## config.mk

```make
export PLATFORM = sky130hd
export DESIGN_NAME = one_wire_dimming_control
export DESIGN_NICKNAME = d
export VERILOG_FILES = /design/src/rtl/one_wire_dimming_pkg.sv /design/src/rtl/one_wire_dimming_control.sv
export VERILOG_INCLUDE_DIRS = /design/src /design/src/rtl
export SDC_FILE = /design/constraint.sdc
export NUM_CORES = 1
export LEC_CHECK = 0
export ABC_AREA = 1
export ABC_CLOCK_PERIOD_IN_PS = 2900
export BUFFER_PORTS_ARGS = -buffer_cell sky130_fd_sc_hd__clkbuf_2
export CAP_MARGIN = 20
export CELL_PAD_IN_SITES_DETAIL_PLACEMENT = 0
export CELL_PAD_IN_SITES_GLOBAL_PLACEMENT = 1
export CORE_MARGIN = 5
export CORE_UTILIZATION = 25
export CTS_CLUSTER_SIZE = 8
export DETAILED_ROUTE_END_ITERATION = 8
export PLACE_DENSITY_LB_ADDON = 0.1
export SETUP_SLACK_MARGIN = 0.15
export SLEW_MARGIN = 20
export SYNTH_ARGS = -nofsm -noshare
export SYNTH_HDL_FRONTEND = slang
export SYNTH_SLANG_ARGS = --single-unit
export TNS_END_PERCENT = 30
```

## constraint.sdc

```tcl
create_clock -name clk -period 2.9 [get_ports clk]
set_input_delay 0.58 -clock clk [delete_from_list [all_inputs] [get_ports clk]]
set_output_delay 0.58 -clock clk [all_outputs]
set_load 0.01 [all_outputs]
```

## src/rtl/one_wire_dimming_defines.svh

```systemverilog
`ifndef ONE_WIRE_DIMMING_DEFINES_SVH
`define ONE_WIRE_DIMMING_DEFINES_SVH

// Oscillator period
`define CLK_PERIOD_NS 40

// Mode selection and power timing, in ns
`define SEL_MIN_NS 1000000
`define SEL_MAX_NS 2200000
`define ENTRY_HIGH_NS 100000
`define ENTRY_LOW_NS 260000
`define EN_OFF_NS 2500000
`define PWM_OFF_NS 20000000
`define START_DELAY_NS 5000000

// Single-wire bit timing, in ns
`define PHASE_MIN_NS 2000
`define BIT_SHORT_MAX_NS 180000
`define BIT_LONG_MAX_NS 360000
`define ACK_DELAY_MAX_NS 2000
`define ACK_MAX_NS 512000

// Command layout
`define CMD_BITS 24
`define DEVICE_ADDR 8'h8F
`define ACK_REQ_BIT 10
`define LEVEL_LSB 1
`define LEVEL_DEFAULT 8'hFF

`endif

```

## src/rtl/one_wire_dimming_pkg.sv

```systemverilog
package one_wire_dimming_pkg;

    typedef enum logic [1:0] {PWR_OFF, PWR_SELECT, PWR_DELAY, PWR_RUN} power_state_e;

    typedef enum logic {MODE_PWM, MODE_SERIAL} dim_mode_e;

    // Received command, sent low bit first
    typedef struct packed {
        logic [7:0] addr;
        logic [15:0] data;
    } command_s;

    // Drive to both current sinks; current = full scale * level / 255
    typedef struct packed {
        logic current_sink_one_on;
        logic current_sink_two_on;
        logic [7:0] level;
    } sink_ctrl_s;

    typedef struct packed {
        logic enabled;
        logic serial_mode;
        logic boost_on;
        logic ack_active;
    } drive_status_s;

endpackage : one_wire_dimming_pkg
```

## src/rtl/one_wire_dimming_control.sv

```systemverilog
`timescale 1ns/1ps
`include "one_wire_dimming_defines.svh"

module one_wire_dimming_control #(
    parameter int TW = 20,
    parameter int SEL_CYC = (`SEL_MIN_NS + `CLK_PERIOD_NS - 1) / `CLK_PERIOD_NS,
    parameter int ENTRY_HIGH_CYC = (`ENTRY_HIGH_NS + `CLK_PERIOD_NS - 1) / `CLK_PERIOD_NS,
    parameter int ENTRY_LOW_CYC = (`ENTRY_LOW_NS + `CLK_PERIOD_NS - 1) / `CLK_PERIOD_NS,
    parameter int EN_OFF_CYC = (`EN_OFF_NS + `CLK_PERIOD_NS - 1) / `CLK_PERIOD_NS,
    parameter int PWM_OFF_CYC = (`PWM_OFF_NS + `CLK_PERIOD_NS - 1) / `CLK_PERIOD_NS,
    parameter int DELAY_CYC = `START_DELAY_NS / `CLK_PERIOD_NS,
    parameter int SHORT_MAX_CYC = `BIT_SHORT_MAX_NS / `CLK_PERIOD_NS,
    parameter int LONG_MAX_CYC = `BIT_LONG_MAX_NS / `CLK_PERIOD_NS,
    parameter int ACK_CYC = `ACK_MAX_NS / `CLK_PERIOD_NS
) (
    input wire logic clk,
    input wire logic reset_n,
    input wire logic single_wire_line_level,
    input wire logic pwm_dim_level,
    output logic single_wire_line_pull,
    output logic single_wire_line_oe,
    output one_wire_dimming_pkg::sink_ctrl_s sink_ctrl,
    output one_wire_dimming_pkg::drive_status_s drive_status
);
    localparam int MIN_CYC = (`PHASE_MIN_NS + `CLK_PERIOD_NS - 1) / `CLK_PERIOD_NS;
    localparam logic [TW-1:0] SEL_LAST = TW'(SEL_CYC - 1);
    localparam logic [TW-1:0] DELAY_LAST = TW'(DELAY_CYC - 1);
    localparam logic [TW-1:0] ACK_LAST = TW'(ACK_CYC - 1);
    localparam logic [TW-1:0] MIN_LEN = TW'(MIN_CYC);
    localparam logic [TW-1:0] SHORT_LEN = TW'(SHORT_MAX_CYC);
    localparam logic [TW-1:0] LONG_LEN = TW'(LONG_MAX_CYC);
    localparam logic [4:0] CMD_LEN = 5'(`CMD_BITS);

    one_wire_dimming_pkg::power_state_e state_q;
    one_wire_dimming_pkg::dim_mode_e mode_q;
    one_wire_dimming_pkg::command_s cmd;
    logic [1:0] line_sync_q, pwm_sync_q;
    logic line_prev_q;
    logic [TW-1:0] phase_cnt_q, pwm_low_cnt_q, timer_q, ack_cnt_q, low_len_q;
    logic entry_armed_q, serial_seen_q;
    logic rx_active_q;
    logic [4:0] bit_cnt_q;
    logic [23:0] shift_q;
    logic [7:0] level_q;
    logic ack_q;
    logic [1:0] ack_tail_q;

    // Two-stage synchronisers on both pins
    always_ff @(posedge clk or negedge reset_n) begin
        if (!reset_n) begin
            line_sync_q <= 2'h3;
            pwm_sync_q <= 2'h0;
        end else begin
            line_sync_q <= {line_sync_q[0], single_wire_line_level};
            pwm_sync_q <= {pwm_sync_q[0], pwm_dim_level};
        end
    end

    // Our own acknowledge, and its echo through the synchroniser, reads as high
    wire line = line_sync_q[1] | ack_q | ack_tail_q[0] | ack_tail_q[1];
    wire pwm = pwm_sync_q[1];
    wire line_rise = line & ~line_prev_q;
    wire line_fall = ~line & line_prev_q;
    wire [TW-1:0] phase_len = phase_cnt_q + 1'b1;
    wire [TW:0] high_x2 = {phase_len, 1'b0};
    wire [TW:0] low_x2 = {low_len_q, 1'b0};
    wire powered = (state_q != one_wire_dimming_pkg::PWR_OFF);

    // Shutdown timeouts on the line and on the pulse-width input
    // At the falling edge phase_len still holds the high phase, so that cycle is left out
    wire en_off = ~line & ~line_fall & (phase_len >= TW'(EN_OFF_CYC));
    wire pwm_off = ~pwm & (pwm_low_cnt_q >= TW'(PWM_OFF_CYC - 1));
    wire shutdown = powered & (en_off | pwm_off);

    // Bit classification: low phase in low_len_q, high phase now ending
    wire low_ok = (low_len_q >= MIN_LEN) & (low_len_q <= LONG_LEN);
    wire high_ok = (phase_len >= MIN_LEN) & (phase_len <= LONG_LEN);
    wire is_zero = high_ok & low_ok & (phase_len <= SHORT_LEN)
                 & ({1'b0, low_len_q} >= high_x2);
    wire is_one = high_ok & low_ok & (low_len_q <= SHORT_LEN)
                & ({1'b0, phase_len} >= low_x2);
    wire rx_on = powered & (state_q != one_wire_dimming_pkg::PWR_SELECT)
               & (mode_q == one_wire_dimming_pkg::MODE_SERIAL);
    wire rx_start = rx_on & ~rx_active_q & line_fall & (phase_len >= MIN_LEN);
    wire rx_bit = rx_active_q & line_fall & (bit_cnt_q != CMD_LEN) & (is_zero | is_one);
    wire rx_end = rx_active_q & line_rise & (bit_cnt_q == CMD_LEN)
                & (phase_len >= MIN_LEN) & (phase_len <= LONG_LEN);
    wire rx_abort = rx_active_q & ((line_fall & ~rx_bit) | (line_rise & ~rx_end
                  & (bit_cnt_q == CMD_LEN)) | (phase_len > LONG_LEN));
    assign cmd = shift_q;
    wire load_hit = rx_end & (cmd.addr == `DEVICE_ADDR);

    // Phase length of the line, saturating; pulse-width low length
    always_ff @(posedge clk or negedge reset_n) begin
        if (!reset_n) begin
            line_prev_q <= 1'b1;
            phase_cnt_q <= '0;
            pwm_low_cnt_q <= '0;
        end else begin
            line_prev_q <= line;
            phase_cnt_q <= (line_rise | line_fall) ? '0 : (&phase_len ? phase_cnt_q : phase_len);
            pwm_low_cnt_q <= (pwm | &pwm_low_cnt_q) ? (pwm ? '0 : pwm_low_cnt_q)
                           : pwm_low_cnt_q + 1'b1;
        end
    end

    // Power sequence: enable, mode window, boost start delay, run
    always_ff @(posedge clk or negedge reset_n) begin
        if (!reset_n) begin
            state_q <= one_wire_dimming_pkg::PWR_OFF;
            mode_q <= one_wire_dimming_pkg::MODE_PWM;
            timer_q <= '0;
        end else if (shutdown) begin
            state_q <= one_wire_dimming_pkg::PWR_OFF;
            timer_q <= '0;
        end else begin
            timer_q <= timer_q + 1'b1;
            case (state_q)
                one_wire_dimming_pkg::PWR_OFF: begin
                    timer_q <= '0;
                    if (line & pwm) begin
                        state_q <= one_wire_dimming_pkg::PWR_SELECT;
                    end
                end
                one_wire_dimming_pkg::PWR_SELECT: begin
                    if (timer_q == SEL_LAST) begin
                        // Decided as the window closes, from the entry pattern seen during it
                        mode_q <= serial_seen_q ? one_wire_dimming_pkg::MODE_SERIAL
                                                : one_wire_dimming_pkg::MODE_PWM;
                        state_q <= one_wire_dimming_pkg::PWR_DELAY;
                        timer_q <= '0;
                    end
                end
                one_wire_dimming_pkg::PWR_DELAY: begin
                    if (timer_q == DELAY_LAST) begin
                        state_q <= one_wire_dimming_pkg::PWR_RUN;
                    end
                end
                one_wire_dimming_pkg::PWR_RUN: begin
                    timer_q <= '0;
                end
                default: begin
                    state_q <= one_wire_dimming_pkg::PWR_OFF;
                end
            endcase
        end
    end

    // Serial entry pattern: long first high, then a long low
    always_ff @(posedge clk or negedge reset_n) begin
        if (!reset_n) begin
            entry_armed_q <= 1'b0;
            serial_seen_q <= 1'b0;
        end else if (state_q != one_wire_dimming_pkg::PWR_SELECT) begin
            entry_armed_q <= 1'b0;
            serial_seen_q <= 1'b0;
        end else begin
            if (line_fall & (phase_len >= TW'(ENTRY_HIGH_CYC))) begin
                entry_armed_q <= 1'b1;
            end
            if (entry_armed_q & ~line & ~line_fall & (phase_len >= TW'(ENTRY_LOW_CYC))) begin
                serial_seen_q <= 1'b1;
            end
        end
    end

    // Frame receiver: a bit is a low phase then a high phase
    always_ff @(posedge clk or negedge reset_n) begin
        if (!reset_n) begin
            rx_active_q <= 1'b0;
            bit_cnt_q <= '0;
            shift_q <= '0;
            low_len_q <= '0;
        end else if (!rx_on | rx_abort | rx_end) begin
            rx_active_q <= 1'b0;
            bit_cnt_q <= '0;
        end else begin
            if (rx_start) begin
                rx_active_q <= 1'b1;
                bit_cnt_q <= '0;
            end
            if (rx_active_q & line_rise) begin
                low_len_q <= phase_len;
            end
            if (rx_bit) begin
                shift_q <= {is_one, shift_q[23:1]};
                bit_cnt_q <= bit_cnt_q + 1'b1;
            end
        end
    end

    // Command-loaded level, cleared by shutdown
    always_ff @(posedge clk or negedge reset_n) begin
        if (!reset_n) begin
            level_q <= `LEVEL_DEFAULT;
        end else if (!powered) begin
            level_q <= `LEVEL_DEFAULT;
        end else if (load_hit) begin
            level_q <= cmd.data[`LEVEL_LSB +: 8];
        end
    end

    // Acknowledge starts on the release edge, so the delay is only synchroniser latency
    always_ff @(posedge clk or negedge reset_n) begin
        if (!reset_n) begin
            ack_q <= 1'b0;
            ack_cnt_q <= '0;
            ack_tail_q <= 2'h0;
        end else begin
            ack_tail_q <= {ack_tail_q[0], ack_q};
            if (load_hit & cmd.data[`ACK_REQ_BIT]) begin
                ack_q <= 1'b1;
                ack_cnt_q <= '0;
            end else if (ack_q) begin
                ack_cnt_q <= ack_cnt_q + 1'b1;
                ack_q <= (ack_cnt_q != ACK_LAST) & powered;
            end
        end
    end

    assign single_wire_line_pull = 1'b0;
    assign single_wire_line_oe = ack_q;

    // Registered sink drive and status
    always_ff @(posedge clk or negedge reset_n) begin
        if (!reset_n) begin
            sink_ctrl <= '0;
            drive_status <= '0;
        end else begin
            sink_ctrl.current_sink_one_on <= (state_q == one_wire_dimming_pkg::PWR_RUN) & pwm;
            sink_ctrl.current_sink_two_on <= (state_q == one_wire_dimming_pkg::PWR_RUN) & pwm;
            sink_ctrl.level <= (mode_q == one_wire_dimming_pkg::MODE_SERIAL)
                             ? level_q : `LEVEL_DEFAULT;
            drive_status.enabled <= powered;
            drive_status.serial_mode <= mode_q == one_wire_dimming_pkg::MODE_SERIAL;
            drive_status.boost_on <= state_q == one_wire_dimming_pkg::PWR_RUN;
            drive_status.ack_active <= ack_q;
        end
    end

    property p_ack_requested;
        @(posedge clk) disable iff (!reset_n)
        $rose(ack_q) |-> $past(load_hit && cmd.data[`ACK_REQ_BIT]);
    endproperty
    a_ack_requested: assert property (p_ack_requested) else $error("ack without request");

    property p_ack_prompt;
        @(posedge clk) disable iff (!reset_n)
        (load_hit && cmd.data[`ACK_REQ_BIT]) |=> single_wire_line_oe;
    endproperty
    a_ack_prompt: assert property (p_ack_prompt) else $error("ack not started");

    property p_ack_bounded;
        @(posedge clk) disable iff (!reset_n)
        ack_q |-> (ack_cnt_q <= ACK_LAST);
    endproperty
    a_ack_bounded: assert property (p_ack_bounded) else $error("ack too long");

    property p_en_shutdown;
        @(posedge clk) disable iff (!reset_n)
        (powered && !line && !line_fall && phase_len >= TW'(EN_OFF_CYC))
        |=> !powered ##1 level_q == 8'hFF;
    endproperty
    a_en_shutdown: assert property (p_en_shutdown) else $error("no line shutdown");

    property p_pwm_shutdown;
        @(posedge clk) disable iff (!reset_n)
        (powered && !pwm && pwm_low_cnt_q >= TW'(PWM_OFF_CYC - 1)) |=> !powered;
    endproperty
    a_pwm_shutdown: assert property (p_pwm_shutdown) else $error("no pwm shutdown");

    property p_mode_pick;
        @(posedge clk) disable iff (!reset_n)
        (state_q == one_wire_dimming_pkg::PWR_SELECT && timer_q == SEL_LAST && !shutdown)
        |=> (mode_q == one_wire_dimming_pkg::MODE_SERIAL) == $past(serial_seen_q);
    endproperty
    a_mode_pick: assert property (p_mode_pick) else $error("wrong dimming mode");

    property p_boost_delay;
        @(posedge clk) disable iff (!reset_n)
        (state_q == one_wire_dimming_pkg::PWR_RUN && $past(state_q) != state_q)
        |-> $past(timer_q) == DELAY_LAST;
    endproperty
    a_boost_delay: assert property (p_boost_delay) else $error("boost started early");

    property p_bit_value;
        @(posedge clk) disable iff (!reset_n)
        rx_bit |=> shift_q[23] == $past(is_one) && $past(is_one) != $past(is_zero);
    endproperty
    a_bit_value: assert property (p_bit_value) else $error("bit decoded wrongly");

    property p_level;
        @(posedge clk) disable iff (!reset_n)
        load_hit |=> ##1 sink_ctrl.level == $past(cmd.data[8:1], 2) || !powered;
    endproperty
    a_level: assert property (p_level) else $error("level not applied");

    property p_sync;
        @(posedge clk) disable iff (!reset_n)
        ##2 pwm == $past(pwm_dim_level, 2);
    endproperty
    a_sync: assert property (p_sync) else $error("pwm not synchronised");

endmodule : one_wire_dimming_control

```

==> qor.yml <==
status: "finished with violations"
violations: "setup timing"
grt.total_usage_pct: 14.9
coreArea_um2: 38400
min_path_type: "input pin to async pin"
setup_viol: 49
ys_warn_count: 0
grt_pass1_wl_um: 49500
postPlaceCellArea_um2: 11600
cts_tree: "built"
grt_setup_unrepaired: "yes"
fmax_mhz: 307
cts.sinks: 162
start_util_pct: 25.1
cts_max_level: 4
drc_errors: 0
synth_cell_type_count: 47
ant_nets: 0
crit_arrival_ps: 3600
syn2layout_area_growth_pct: 33.3
synth-main-ff-cell: "dfrtp_1"
crit_required_ps: 3240
viasPerCell: 4.41
powerDensity_nw_per_um2: 438
worstMarginPinSlew_ps: 709
path_cells: "buf_4 > inv_2 > nor2_4 > buf_6 > nand3_4 > xnor2_4 > buf_4 > ha_4 > nand4_1 > nor3_2 > nand3_2 > nand4_1 > nand2_1 > nand2_1 > nand2_1 > nand2_1 > nand2_2 > nand2_4 > nand3_4 > buf_12 > nand2_2 > nand2_1"
p_leak_nw: 6.34
min_period_over_period_pct: 112
crit_top_cell: "nand2_1"
synth_area_leaders: "dfrtp_1, nand2_1, inv_1"
cp_slowest_cell: "dfrtp_2"
yosys_register_bits: 162
wl_per_cell_um: 15.0
synthTopCellsByCount: "nand2_1, inv_1, dfrtp_1"
antenna_cells: 0
clockBufferDepth: 2
clk_pin_slew_worst_paths_ps: 70
synth_most_common_cell: "nand2_1"
drive_above_1_share_pct: 25.6
die_h_um: 206
cpPeakStageDelay_ps: 420
finalClockSkew_ps: 13.3
dp_hpwl_um: 22600
root_buffer: "clkbuf_16"
grt_max_degree: 57
port_buffers: 18
rows: 72
ios: 20
globalRoute.totalOverflow: 0
clock_latency_ps: 450
nets: 1524
final_cells: 2007
endpoint_kind: "flip-flop"
utilization_pct: 33.5
cp_max_fo: 6
peakVddDrop_v: 0.000387
crit_family: "simple AND/OR/NAND/NOR gates"
num_vias: 8859
syn_inst: 1295
gp_congestion: 0.852
cts_made_buffers: 17
finish.instance_area_um2: 12900
finalMaxSlewViolations: 0
maxCapViolCount: 0
tns_ps: -15350
hold_violations: 0
setup_ws_ps: -360
postSynthAreaPerCell_um2: 7.45
grt_pass1_vias: 8927
yosys.area.top_type_share_pct: 39.2
worst-path-buf-inv: 5
die_area_um2: 42600
dp_cells: 1960
synth_seq_area_share_pct: 42.2
slew_headroom_pct: 52.3
async_reset_ff_share_pct: 100
synth_area_um2: 9650
antenna_found_initial: 0
synth-edff-count: 0
syn-num-nets: 1343
start_kind: "flip-flop"
wl_um: 30100
firstDrtPassIters: 4
power_mw: 5.64
path_class: "flip-flop to flip-flop"
drtIter0Drc: 405
die_w_um: 206
synth_top_area_cell: "dfrtp_1"
fin_crit_ps: 3260
layout make-up:
cell class	count	area (µm²)
repair buffers	195	1620
fillers	4124	25500
inverters	207	777
well taps	518	648
multi-input cells	893	5170
clock buffers	24	492
flip-flops and latches	162	4070
clock inverters	8	76.3
flip-flops by register name (all words and copies together) (netlist names), 2 cells and up:
name,count
cmd,23
timer_q,20
ack_cnt_q,20
line_sync_q,2
pwm_low_cnt_q,20
state_q,2
sink_ctrl,9
phase_cnt_q,20
ack_tail_q,2
drive_status,3
low_len_q,20
level_q,8
bit_cnt_q,5
pwm_sync_q,2
stage by stage:
step                hold WS (ps)  setup slack, ps
global placement             333             -434
CTS                          100             -306
detailed placement           335             -401
finish                      88.8             -360
global route                 112             -617
floorplan                    284             48.6
cell usage in the layout, fill, tap and decap left out, drive strengths merged, types with 11 or more instances in the layout:
cell type  synthesis  layout
a21oi             32      32
clkbuf            15      41
buf               18     178
dfrtp            151     151
nand2            330     330
nor2             151     151
nand4             77      77
dfstp             11      11
nor3              41      41
nand3             86      86
nor4              15      15
xor2              19      19
inv              207     208
ha                44      44
o21ai             45      45
logic make-up (layout without fill, tap and decap cells):
kind of cell	after synthesis	count (layout)	share of synthesized area, %
xor+xnor	25	25	2.35
simple gates	710	710	32.8
other cells	1	1	0.0389
flops	162	162	42.2
buf+inv	240	434	10.0
mux	1	1	0.117
fa+ha+maj	44	44	5.71
compound gates	112	112	6.77
worst paths after layout:
kind	start	slack, ps	end	cells after the start
max in group asynchronous	reset_n	2050	pwm_low_cnt_q[11]	2
worst max register to register	phase_cnt_q[0]	-360	low_len_q[0]	22
worst min register to register	pwm_sync_q[0]	350	pwm_sync_q[1]	0
min in group clk	single_wire_line_level	210	line_sync_q[0]	1
worst min-delay path	reset_n	90	cmd[12]	1
worst max-delay path	phase_cnt_q[0]	-360	low_len_q[0]	22
repair_timing:
action                                  CTS  global route
hold buffers                              0             0
cloned                                    3             0
endpoints found under the setup margin  105           110
pin swaps                                30            15
gates resized for setup                  79            47
setup buffers                            10             2
layer usage:
| layer | track usage, % | share of wire, % | wire [µm] | vias up |
|---|---|---|---|---|
| met4 | 3.35 | 1.2 | 365 | 0 |
| met3 | 2.70 | 2.1 | 624 | 19 |
| li1 | - | - | - | 4573 |
| met2 | 24.0 | 46 | 13900 | 79 |
| met5 | 0 | 0 | 0 | - |
| met1 | 20.8 | 50 | 15200 | 4188 |
report_power, final:
group,total [mW],switching (mW),internal (mW)
clock,2.26,0.987,1.27
sequential,2.45,0.0570,2.40
combinational,0.920,0.565,0.355
Power figures use the tool's default switching activity.
